==> src/pkg/aes_pkg.sv <==
// Purpose: constants, types and the state carrier of the add, and and bit-skip execution unit.
// Assumes: one clock, synchronous active-high reset, AXI4-Lite register access.
// Notes: one instruction period is two clocks: take, then execute and retire.
package aes_pkg;

	localparam int DATA_W       = 8;    // accumulator and file width
	localparam int FADDR_W      = 7;    // file address width
	localparam int FILE_DEPTH   = 128;  // file registers
	localparam int BIDX_W       = 3;    // bit index width

	// register byte addresses on the AXI4-Lite port
	localparam logic [3:0] ACC_OFS   = 4'h0; // accumulator, read/write
	localparam logic [3:0] FLAG_OFS  = 4'h4; // arithmetic flags, read/write
	localparam logic [3:0] CTRL_OFS  = 4'h8; // enable, read/write
	localparam logic [3:0] COUNT_OFS = 4'hc; // retired count, read only

	// flag field positions
	localparam int FLAG_C_BIT  = 0;
	localparam int FLAG_NIB_BIT = 1; // nibble carry
	localparam int FLAG_Z_BIT  = 2;
	localparam int CTRL_EN_BIT = 0;

	// reset values
	localparam logic [7:0] ACC_RST  = 8'h00;
	localparam logic       EN_RST   = 1'b1;

	// bus answers
	localparam logic [1:0] RESP_OKAY   = 2'h0;
	localparam logic [1:0] RESP_SLVERR = 2'h2;

	// opcodes from the decoder; anything else executes as a no-operation
	typedef enum logic [3:0] {
		add_literal_op, add_file_op, and_literal_op, and_file_op,
		bit_clear_op, bit_set_op, skip_if_bit_set_op, skip_if_bit_low_op, nop_op
	} aes_op_e;

	// one request from the decoder
	typedef struct packed {
		aes_op_e              op;
		logic [DATA_W-1:0]    lit;   // immediate operand
		logic [FADDR_W-1:0]   faddr; // file address
		logic [BIDX_W-1:0]    bidx;  // bit index
		logic                 dest;  // 0 accumulator, 1 file register
	} aes_req_s;

	// retire report, valid for one clock
	typedef struct packed {
		logic done;       // an instruction period ended
		logic discarded;  // that period ran a no-operation for a skipped instruction
		logic skip_taken; // a bit test asked for the next instruction to be dropped
	} aes_ret_s;

	typedef enum logic [0:0] {st_take, st_exec} aes_st_e;

	// whole state of the execution unit
	typedef struct packed {
		aes_st_e            st;
		aes_req_s           req;
		logic               skip_pend;  // next accepted instruction is dropped
		logic [DATA_W-1:0]  acc;
		logic               fc, fdc, fz;
		logic               en;
		logic [31:0]        count;
		logic               ready;
		aes_ret_s           ret;
		logic               aw_held, w_held;
		logic [3:0]         aw_addr;
		logic [31:0]        wdata;
		logic [3:0]         wstrb;
		logic               awready, wready, arready;
		logic               bvalid, rvalid;
		logic [1:0]         bresp, rresp;
		logic [31:0]        rdata;
	} aes_core_s;

	// one-hot mask for a bit index, shared by set, clear and test
	function automatic logic [DATA_W-1:0] bit_mask(input logic [BIDX_W-1:0] idx);
		bit_mask = 8'h01 << idx;
	endfunction

endpackage

==> src/verilog/aes_file_mem.sv <==
// Purpose: file register space, 128 bytes, one port, registered read.
// Assumes: a read in the clock of a write to the same address returns the byte held before the write.
// Notes: contents clear on reset so that a bench sees known values.
`timescale 1ns/1ps
module aes_file_mem import aes_pkg::*; (
	input  wire logic               clk,
	input  wire logic               rst,
	input  wire logic [FADDR_W-1:0] addr,
	input  wire logic               we,
	input  wire logic [DATA_W-1:0]  wdata,
	output      logic [DATA_W-1:0]  rdata
);
	// all memory state in one carrier
	typedef struct packed {
		logic [FILE_DEPTH-1:0][DATA_W-1:0] cells;
		logic [DATA_W-1:0]                 rdata;
	} aes_mem_s;

	aes_mem_s mem_r;  // registered state
	aes_mem_s mem_nxt; // next state

	// read every clock; write only when asked
	always_comb begin
		mem_nxt       = mem_r;
		mem_nxt.rdata = mem_r.cells[addr];
		if (we) begin
			mem_nxt.cells[addr] = wdata;
		end
	end

	// register the carrier
	always_ff @(posedge clk) begin
		if (rst) begin
			mem_r <= '0;
		end else begin
			mem_r <= mem_nxt;
		end
	end

	assign rdata = mem_r.rdata;
endmodule

==> src/verilog/aes_exec_unit.sv <==
// Purpose: add, and, bit set/clear and bit-test-skip execution with AXI4-Lite register access.
// Assumes: decoder holds OP_REQ steady while OP_VALID waits for OP_READY.
// Notes: one instruction period is two clocks; a taken skip drops the next accepted request.
//
// The register addresses and the AXI4-Lite slave port were chosen for this implementation.
`timescale 1ns/1ps
module aes_exec_unit import aes_pkg::*; #(
	parameter int ADDR_W = 4 // AXI address width, bits 3:2 decoded
) (
	input  wire logic              CLK,
	input  wire logic              RST,
	input  wire logic              OP_VALID,
	input  wire aes_req_s          OP_REQ,
	output      logic              OP_READY,
	output      aes_ret_s          OP_RET,
	output      logic [DATA_W-1:0] ACC,
	input  wire logic [ADDR_W-1:0] S_AXI_AWADDR,
	input  wire logic              S_AXI_AWVALID,
	output      logic              S_AXI_AWREADY,
	input  wire logic [31:0]       S_AXI_WDATA,
	input  wire logic [3:0]        S_AXI_WSTRB,
	input  wire logic              S_AXI_WVALID,
	output      logic              S_AXI_WREADY,
	output      logic [1:0]        S_AXI_BRESP,
	output      logic              S_AXI_BVALID,
	input  wire logic              S_AXI_BREADY,
	input  wire logic [ADDR_W-1:0] S_AXI_ARADDR,
	input  wire logic              S_AXI_ARVALID,
	output      logic              S_AXI_ARREADY,
	output      logic [31:0]       S_AXI_RDATA,
	output      logic [1:0]        S_AXI_RRESP,
	output      logic              S_AXI_RVALID,
	input  wire logic              S_AXI_RREADY
);
	// refuse an address bus too narrow for the map
	if (ADDR_W < 4) begin : g_chk
		$error("ADDR_W must be at least 4");
	end

	aes_core_s           s_r;      // registered state
	aes_core_s           s_nxt;    // next state
	logic [FADDR_W-1:0]  mem_addr; // file port address
	logic                mem_we;   // file port write
	logic [DATA_W-1:0]   mem_wd;   // file port write data
	logic [DATA_W-1:0]   mem_rd;   // file data of the request under execution

	aes_file_mem u_mem (
		.clk   (CLK),
		.rst   (RST),
		.addr  (mem_addr),
		.we    (mem_we),
		.wdata (mem_wd),
		.rdata (mem_rd)
	);

	// next-state logic: bus, then execution so that execution wins over a software write
	always_comb begin
		logic [DATA_W-1:0] opnd;
		logic [DATA_W:0]   sum9;
		logic [4:0]        hsum;
		logic [DATA_W-1:0] res;
		logic              tbit;
		logic [3:0]        wa;
		opnd     = '0;
		sum9     = '0;
		hsum     = '0;
		res      = '0;
		tbit     = 1'b0;
		wa       = '0;
		s_nxt    = s_r;
		mem_addr = s_r.req.faddr;
		mem_we   = 1'b0;
		mem_wd   = '0;
		s_nxt.ret = '0;

		// write address and write data are taken in either order
		if (S_AXI_AWVALID && s_r.awready) begin
			s_nxt.aw_held = 1'b1;
			s_nxt.aw_addr = S_AXI_AWADDR[3:0];
		end
		if (S_AXI_WVALID && s_r.wready) begin
			s_nxt.w_held = 1'b1;
			s_nxt.wdata  = S_AXI_WDATA;
			s_nxt.wstrb  = S_AXI_WSTRB;
		end
		if (S_AXI_BVALID && S_AXI_BREADY) begin
			s_nxt.bvalid = 1'b0;
		end
		// both halves held and no answer pending: perform the write
		if (s_r.aw_held && s_r.w_held && !s_r.bvalid) begin
			s_nxt.aw_held = 1'b0;
			s_nxt.w_held  = 1'b0;
			s_nxt.bvalid  = 1'b1;
			s_nxt.bresp   = RESP_OKAY;
			wa            = {s_r.aw_addr[3:2], 2'h0};
			if (wa == ACC_OFS) begin
				if (s_r.wstrb[0]) s_nxt.acc = s_r.wdata[7:0];
			end else if (wa == FLAG_OFS) begin
				if (s_r.wstrb[0]) begin
					s_nxt.fc  = s_r.wdata[FLAG_C_BIT];
					s_nxt.fdc = s_r.wdata[FLAG_NIB_BIT];
					s_nxt.fz  = s_r.wdata[FLAG_Z_BIT];
				end
			end else if (wa == CTRL_OFS) begin
				if (s_r.wstrb[0]) s_nxt.en = s_r.wdata[CTRL_EN_BIT];
			end else if (wa != COUNT_OFS) begin
				// unmapped: nothing stored, error answer
				s_nxt.bresp = RESP_SLVERR;
			end
		end
		s_nxt.awready = !s_nxt.aw_held;
		s_nxt.wready  = !s_nxt.w_held;

		// read: one at a time, data registered
		if (S_AXI_RVALID && S_AXI_RREADY) begin
			s_nxt.rvalid = 1'b0;
		end
		if (S_AXI_ARVALID && s_r.arready) begin
			s_nxt.rvalid = 1'b1;
			s_nxt.rresp  = RESP_OKAY;
			wa           = {S_AXI_ARADDR[3:2], 2'h0};
			case (wa)
				ACC_OFS:   s_nxt.rdata = {24'h000000, s_r.acc};
				FLAG_OFS:  s_nxt.rdata = {29'h0, s_r.fz, s_r.fdc, s_r.fc};
				CTRL_OFS:  s_nxt.rdata = {31'h0, s_r.en};
				COUNT_OFS: s_nxt.rdata = s_r.count;
				default: begin
					s_nxt.rdata = 32'h00000000;
					s_nxt.rresp = RESP_SLVERR;
				end
			endcase
		end
		s_nxt.arready = !s_nxt.rvalid;

		// execution sequence
		case (s_r.st)
			st_take: begin
				// the file read starts with the take so data is ready in st_exec
				mem_addr = OP_REQ.faddr;
				if (OP_VALID && s_r.ready) begin
					s_nxt.req = OP_REQ;
					if (s_r.skip_pend) s_nxt.req.op = nop_op;
					s_nxt.st  = st_exec;
				end
			end
			st_exec: begin
				opnd = (s_r.req.op == add_file_op || s_r.req.op == and_file_op) ?
				       mem_rd : s_r.req.lit;
				// carry out of bit 7 and bit 3
				sum9 = {1'b0, s_r.acc} + {1'b0, opnd};
				hsum = {1'b0, s_r.acc[3:0]} + {1'b0, opnd[3:0]};
				tbit = |(mem_rd & bit_mask(s_r.req.bidx));
				s_nxt.skip_pend = 1'b0;
				case (s_r.req.op)
					add_literal_op, add_file_op: begin
						res       = sum9[7:0];
						s_nxt.fc  = sum9[8];
						s_nxt.fdc = hsum[4];
						s_nxt.fz  = (res == 8'h00);
					end
					and_literal_op, and_file_op: begin
						res      = s_r.acc & opnd;
						s_nxt.fz = (res == 8'h00);
					end
					default: res = s_r.acc;
				endcase
				case (s_r.req.op)
					add_literal_op, and_literal_op: s_nxt.acc = res;
					add_file_op, and_file_op: begin
						if (s_r.req.dest) begin
							mem_we = 1'b1;
							mem_wd = res;
						end else begin
							s_nxt.acc = res;
						end
					end
					bit_clear_op: begin
						mem_we = 1'b1;
						mem_wd = mem_rd & ~bit_mask(s_r.req.bidx);
					end
					bit_set_op: begin
						mem_we = 1'b1;
						mem_wd = mem_rd | bit_mask(s_r.req.bidx);
					end
					// skip when tested bit is one
					skip_if_bit_set_op: s_nxt.skip_pend = tbit;
					// skip when tested bit is zero
					skip_if_bit_low_op: s_nxt.skip_pend = !tbit;
					default: ;
				endcase
				s_nxt.ret.done       = 1'b1;
				s_nxt.ret.discarded  = s_r.skip_pend;
				s_nxt.ret.skip_taken = s_nxt.skip_pend;
				s_nxt.count          = s_r.count + 32'h00000001;
				s_nxt.st             = st_take;
			end
			default: s_nxt.st = st_take;
		endcase
		// ready is registered, so it looks at the state being entered
		s_nxt.ready = (s_nxt.st == st_take) && s_nxt.en;
	end

	// register the carrier
	always_ff @(posedge CLK) begin
		if (RST) begin
			s_r       <= '0;
			s_r.st    <= st_take;
			s_r.req   <= '{op: nop_op, default: '0};
			s_r.acc   <= ACC_RST;
			s_r.en    <= EN_RST;
			s_r.ready <= EN_RST;
			s_r.awready <= 1'b1;
			s_r.wready  <= 1'b1;
			s_r.arready <= 1'b1;
		end else begin
			s_r <= s_nxt;
		end
	end

	assign OP_READY      = s_r.ready;
	assign OP_RET        = s_r.ret;
	assign ACC           = s_r.acc;
	assign S_AXI_AWREADY = s_r.awready;
	assign S_AXI_WREADY  = s_r.wready;
	assign S_AXI_BVALID  = s_r.bvalid;
	assign S_AXI_BRESP   = s_r.bresp;
	assign S_AXI_ARREADY = s_r.arready;
	assign S_AXI_RVALID  = s_r.rvalid;
	assign S_AXI_RDATA   = s_r.rdata;
	assign S_AXI_RRESP   = s_r.rresp;

	logic [8:0] sum9_chk; // independent sum for flag checking
	logic       hc_chk;   // independent nibble carry
	assign sum9_chk = {1'b0, s_r.acc} + {1'b0, mem_rd};
	assign hc_chk   = 5'({1'b0, s_r.acc[3:0]} + {1'b0, mem_rd[3:0]}) > 5'h0f;

	logic exe; // a real instruction is executing
	assign exe = (s_r.st == st_exec) && !s_r.skip_pend;
endmodule

==> config.mk <==
export PLATFORM = sky130hd
export DESIGN_NAME = aes_exec_unit
export DESIGN_NICKNAME = d
export VERILOG_FILES = /design/src/pkg/aes_pkg.sv /design/src/verilog/aes_file_mem.sv /design/src/verilog/aes_exec_unit.sv
export SDC_FILE = /design/constraint.sdc
export NUM_CORES = 2
export LEC_CHECK = 0
export BUFFER_PORTS_ARGS = -buffer_cell sky130_fd_sc_hd__buf_4
export CORE_MARGIN = 2
export CORE_UTILIZATION = 35
export CTS_BUF_LIST = sky130_fd_sc_hd__clkbuf_4 sky130_fd_sc_hd__clkbuf_8
export DETAILED_ROUTE_END_ITERATION = 8
export PLACE_DENSITY = 0.49
export SYNTH_ARGS = -nofsm -noshare
export SYNTH_HDL_FRONTEND = slang
export SYNTH_SLANG_ARGS = --single-unit
==> constraint.sdc <==
create_clock -name CLK -period 9.82 [get_ports CLK]
set_input_delay 0.982 -clock CLK [delete_from_list [all_inputs] [get_ports CLK]]
set_output_delay 0.982 -clock CLK [all_outputs]
set_load 0.05 [all_outputs]
==> qor.csv <==
stage,metric,value,unit
status,outcome,"finished, final reports clean",
synth,Async SR Flop Fraction,0,%
power,NetSw,2.41,mW
grt,Overflow after GRT,0,
finish,Filler Cell Count,13600,
routing,Vias per Instance,5.58,
grt,initial antenna violation count,2,
critical_path,CP peak stage delay,680,ps
power,internal power,7.34,mW
critical_path,crit-path leading delay family,compound AO/OA/AOI/OAI gates,
clocking,Post-CTS Setup Bufs,0,
routing,routed via count,41400,
critical_path,Critical Path Fanout Max,56,
synth,Post-Syn Area per Cell,8.21,µm²
floorplanning,IO Pins,128,
critical_path,crit start category,register,
floorplanning,Die ar.,138000,µm²
routing,WL/cell,21.8,µm
sta,final worst setup slack,4260,ps
synth,Post-Syn Area,47100,µm²
sta,final worst-path cycle share,56.6,%
sta,Slew headroom,15.6,%
synth,synthesized-area fraction occupied by adder cells,0.335,%
clocking,post_cts resized,0,
clocking,cts hold-fix bufs,0,
floorplanning,Die Wd,371,µm
critical_path,Worst EP required,10560,ps
clocking,Num CTS Buffers,197,
hold_path,HP Class,in -> reg,
placement,Place WS,4360,ps
sta,Final Hold Fails,0,
synth,Compound-Gate Fraction of Synth Area,23.2,%
floorplanning,Core ar.,133000,µm²
critical_path,Worst Setup End Kind,register,
critical_path,CP Class,reg -> reg,
sta,setup TNS,0,ps
critical_path,CP max stage cell,buf_4,
sta,worst-margin pin slew,1250,ps
synth,Synth Area in XOR/XNOR,0.669,%
floorplanning,num rows,134,
critical_path,CP Cell Sequence,nor2_1 > and2_1 > mux2_2 > ha_1 > a21o_1 > a21oi_2 > o21ai_1 > o211ai_1 > o2bb2ai_1 > mux2_2 > o21ai_4 > buf_4 > buf_4 > o21ai_0,
clocking,CTS tree,built,
job,Max-Cap Viols,0,
power,Sequential Power Share,48.5,%
power,Sw Share,24.7,%
sta,Tmin final,5560,ps
power,Max rail drop VDD,0.134,mV
critical_path,CP arrival,6300,ps
clocking,Clock Root Buffer,clkbuf_8,
power,clock share of power,46.8,%
placement,hpwl dp,96.0,mm
finish,Register Area,23100,µm²
grt,overall global routing resource usage,23.0,%
routing,DR DRC count,0,
sta,final setup vio count,0,
finish,layout cell share with drive strength beyond 1,10.4,%
finish,Final #Nets,5588,
synth,Post-synth EDFFs,0,
sta,Clock Skew,52.0,ps
synth,main combinational cell family by area after synthesis,compound AO/OA/AOI/OAI gates,
clocking,H-Tree Level Count,4,
sta,RSZ-0062 raised after global routing,false,
routing,DR iter-0 viols,3551,
synth,Post-Synth Simple-Gate Area,18.8,%
sta,Hold Slack,307,ps
synth,post-synthesis sequential area ratio,49.1,%
critical_path,Worst Path Buf+Inv,2,
routing,Routed Wire Length,162,mm
grt,largest net degree at the start of global routing,196,
floorplanning,Die Ht,371,µm
routing,1st-pass router iterations,6,
synth,Synth warnings,0,
synth,Yosys reg bits,1156,
grt,first-pass GRT wire length,244,mm
synth,Synth Flop Type,dfxtp_1,
synth,multiplexer share of the synthesized area,1.83,%
clocking,Worst-path clk slew,60,ps
synth,Mapped Cells,5741,
clocking,Skew-Pair Late Insertion Delay,930,ps
synth,Netlist cell types,77,
sta,max-slew violations,0,
grt,vias in the first global route,38100,
power,pwr dens,186,nW/µm²
floorplanning,Initial Util,35.3,%
finish,area occupied by multi-input gates,21400,µm²
placement,RePlAce Congestion,0.832,
power,Comb pwr share,4.7,%
power,leakage power total,16.7,nW
clocking,Longest Clk Path Bufs,3,
clocking,Sink Count,1156,
routing,Antenna Nets Post-Route,0,
finish,Layout area overhead,11.1,%
sta,Highest Clock Rate,180,MHz
placement,IO buf count,93,
[worst min-delay path, stage by stage]
cell     delay [ps]
buf_4           110
nand2_1          50
a21oi_1          50
[power by group through the flow]
stage	Clock [mW]	Combinational [mW]	Sequential, mW
floorplan	0	0.271	4.82
global placement	0	0.450	4.83
detailed placement	0	0.450	4.83
CTS	4.68	0.450	4.73
global route	4.88	0.474	4.73
finish	4.57	0.454	4.73
[stage by stage]
stage               std cells  util [%]  area (µm²)  power [mW]
finish                   7418      39.2       52300        9.75
global route             7418      39.2       52300        10.1
CTS                      7417      39.2       52300        9.86
detailed placement       7070      36.1       48200        5.28
global placement         7070      36.1       48200        5.28
floorplan                5743         -       47100        5.10
[cell usage after synthesis, types with 14 or more instances]
cell | number | area (µm²)
xor2_1 | 23 | 201
nand3_1 | 801 | 4010
clkbuf_1 | 355 | 1330
nor4_1 | 15 | 93.8
nand2_1 | 455 | 1710
nor3_1 | 19 | 95.1
buf_4 | 50 | 375
buf_2 | 127 | 636
a31oi_1 | 34 | 213
o21ai_1 | 14 | 70.1
o21ai_0 | 656 | 3280
a41oi_1 | 70 | 613
nor2_1 | 620 | 2330
buf_1 | 67 | 251
nand4_1 | 14 | 87.6
o22ai_1 | 21 | 131
a22oi_1 | 384 | 2880
a222oi_1 | 14 | 140
mux2i_1 | 65 | 651
dfxtp_1 | 1156 | 23100
a211oi_1 | 16 | 120
a221oi_1 | 23 | 201
a21oi_1 | 502 | 2510
inv_1 | 14 | 52.6
[cells by family after synthesis]
kind of cell | after synthesis
AOI/OAI and AO/OA | 1820
xor gates and xnor gates | 36
DFF | 1156
muxes | 82
and+or+nand+nor | 2004
adders and majority gates | 12
other | 1
buffers and inverters | 630
[cells in the final DEF (no fill, tap or decap), types with 14 or more instances in the layout]
master	instances
nor3_1	19
a21oi_1	500
a211oi_1	16
a221oi_1	23
clkbuf_4	80
o22ai_1	20
buf_4	167
xor2_1	23
inv_1	14
mux2i_1	63
dfxtp_1	1155
o21ai_0	655
nand4_1	14
clkbuf_8	242
a41oi_1	70
a222oi_1	14
a31oi_1	34
nand2_1	453
nor2_1	619
nand3_1	801
o21ai_1	14
a22oi_1	384
[flip-flops by register name, summed over array words and instances (netlist names), 3 cells and up]
register and flops:
OP_RET 3, u_mem.mem_r 1024, S_AXI_RDATA 32, s_r 74, u_mem.rdata 8, ACC 8
[path summary, 6_finish.rpt]
path | slack [ps] | start | cells past startpoint | endpoint
max | 4260 | s_r[154] | 14 | u_mem.mem_r[135]
min reg2reg | 450 | u_mem.mem_r[146] | 2 | u_mem.mem_r[146]
min | 310 | OP_REQ[16] | 3 | s_r[148]
max reg2reg | 4260 | s_r[154] | 14 | u_mem.mem_r[135]
[per-layer routing]
metal / up-vias / share of wire, % / GRT usage [%]
met3: 235 / 5.6 / 3.27
met1: 19900 / 47 / 32.2
met5: - / 0.0080 / 0
met4: 2 / 2.5 / 7.14
met2: 1213 / 45 / 36.3
li1: 20000 / - / -
[area by class of cell]
| class | count | share of cell area (%) |
|---|---|---|
| inverter | 16 | 0.129 |
| sequential | 1156 | 44.2 |
| timing repair buffer | 173 | 2.62 |
| clock inverter | 25 | 0.411 |
| clock buffer | 322 | 7.51 |
| multi-input combinational | 3957 | 40.9 |
| antenna | 1 | 0.00478 |
| tap | 1768 | 4.23 |
(Power assumes the default switching activity.)
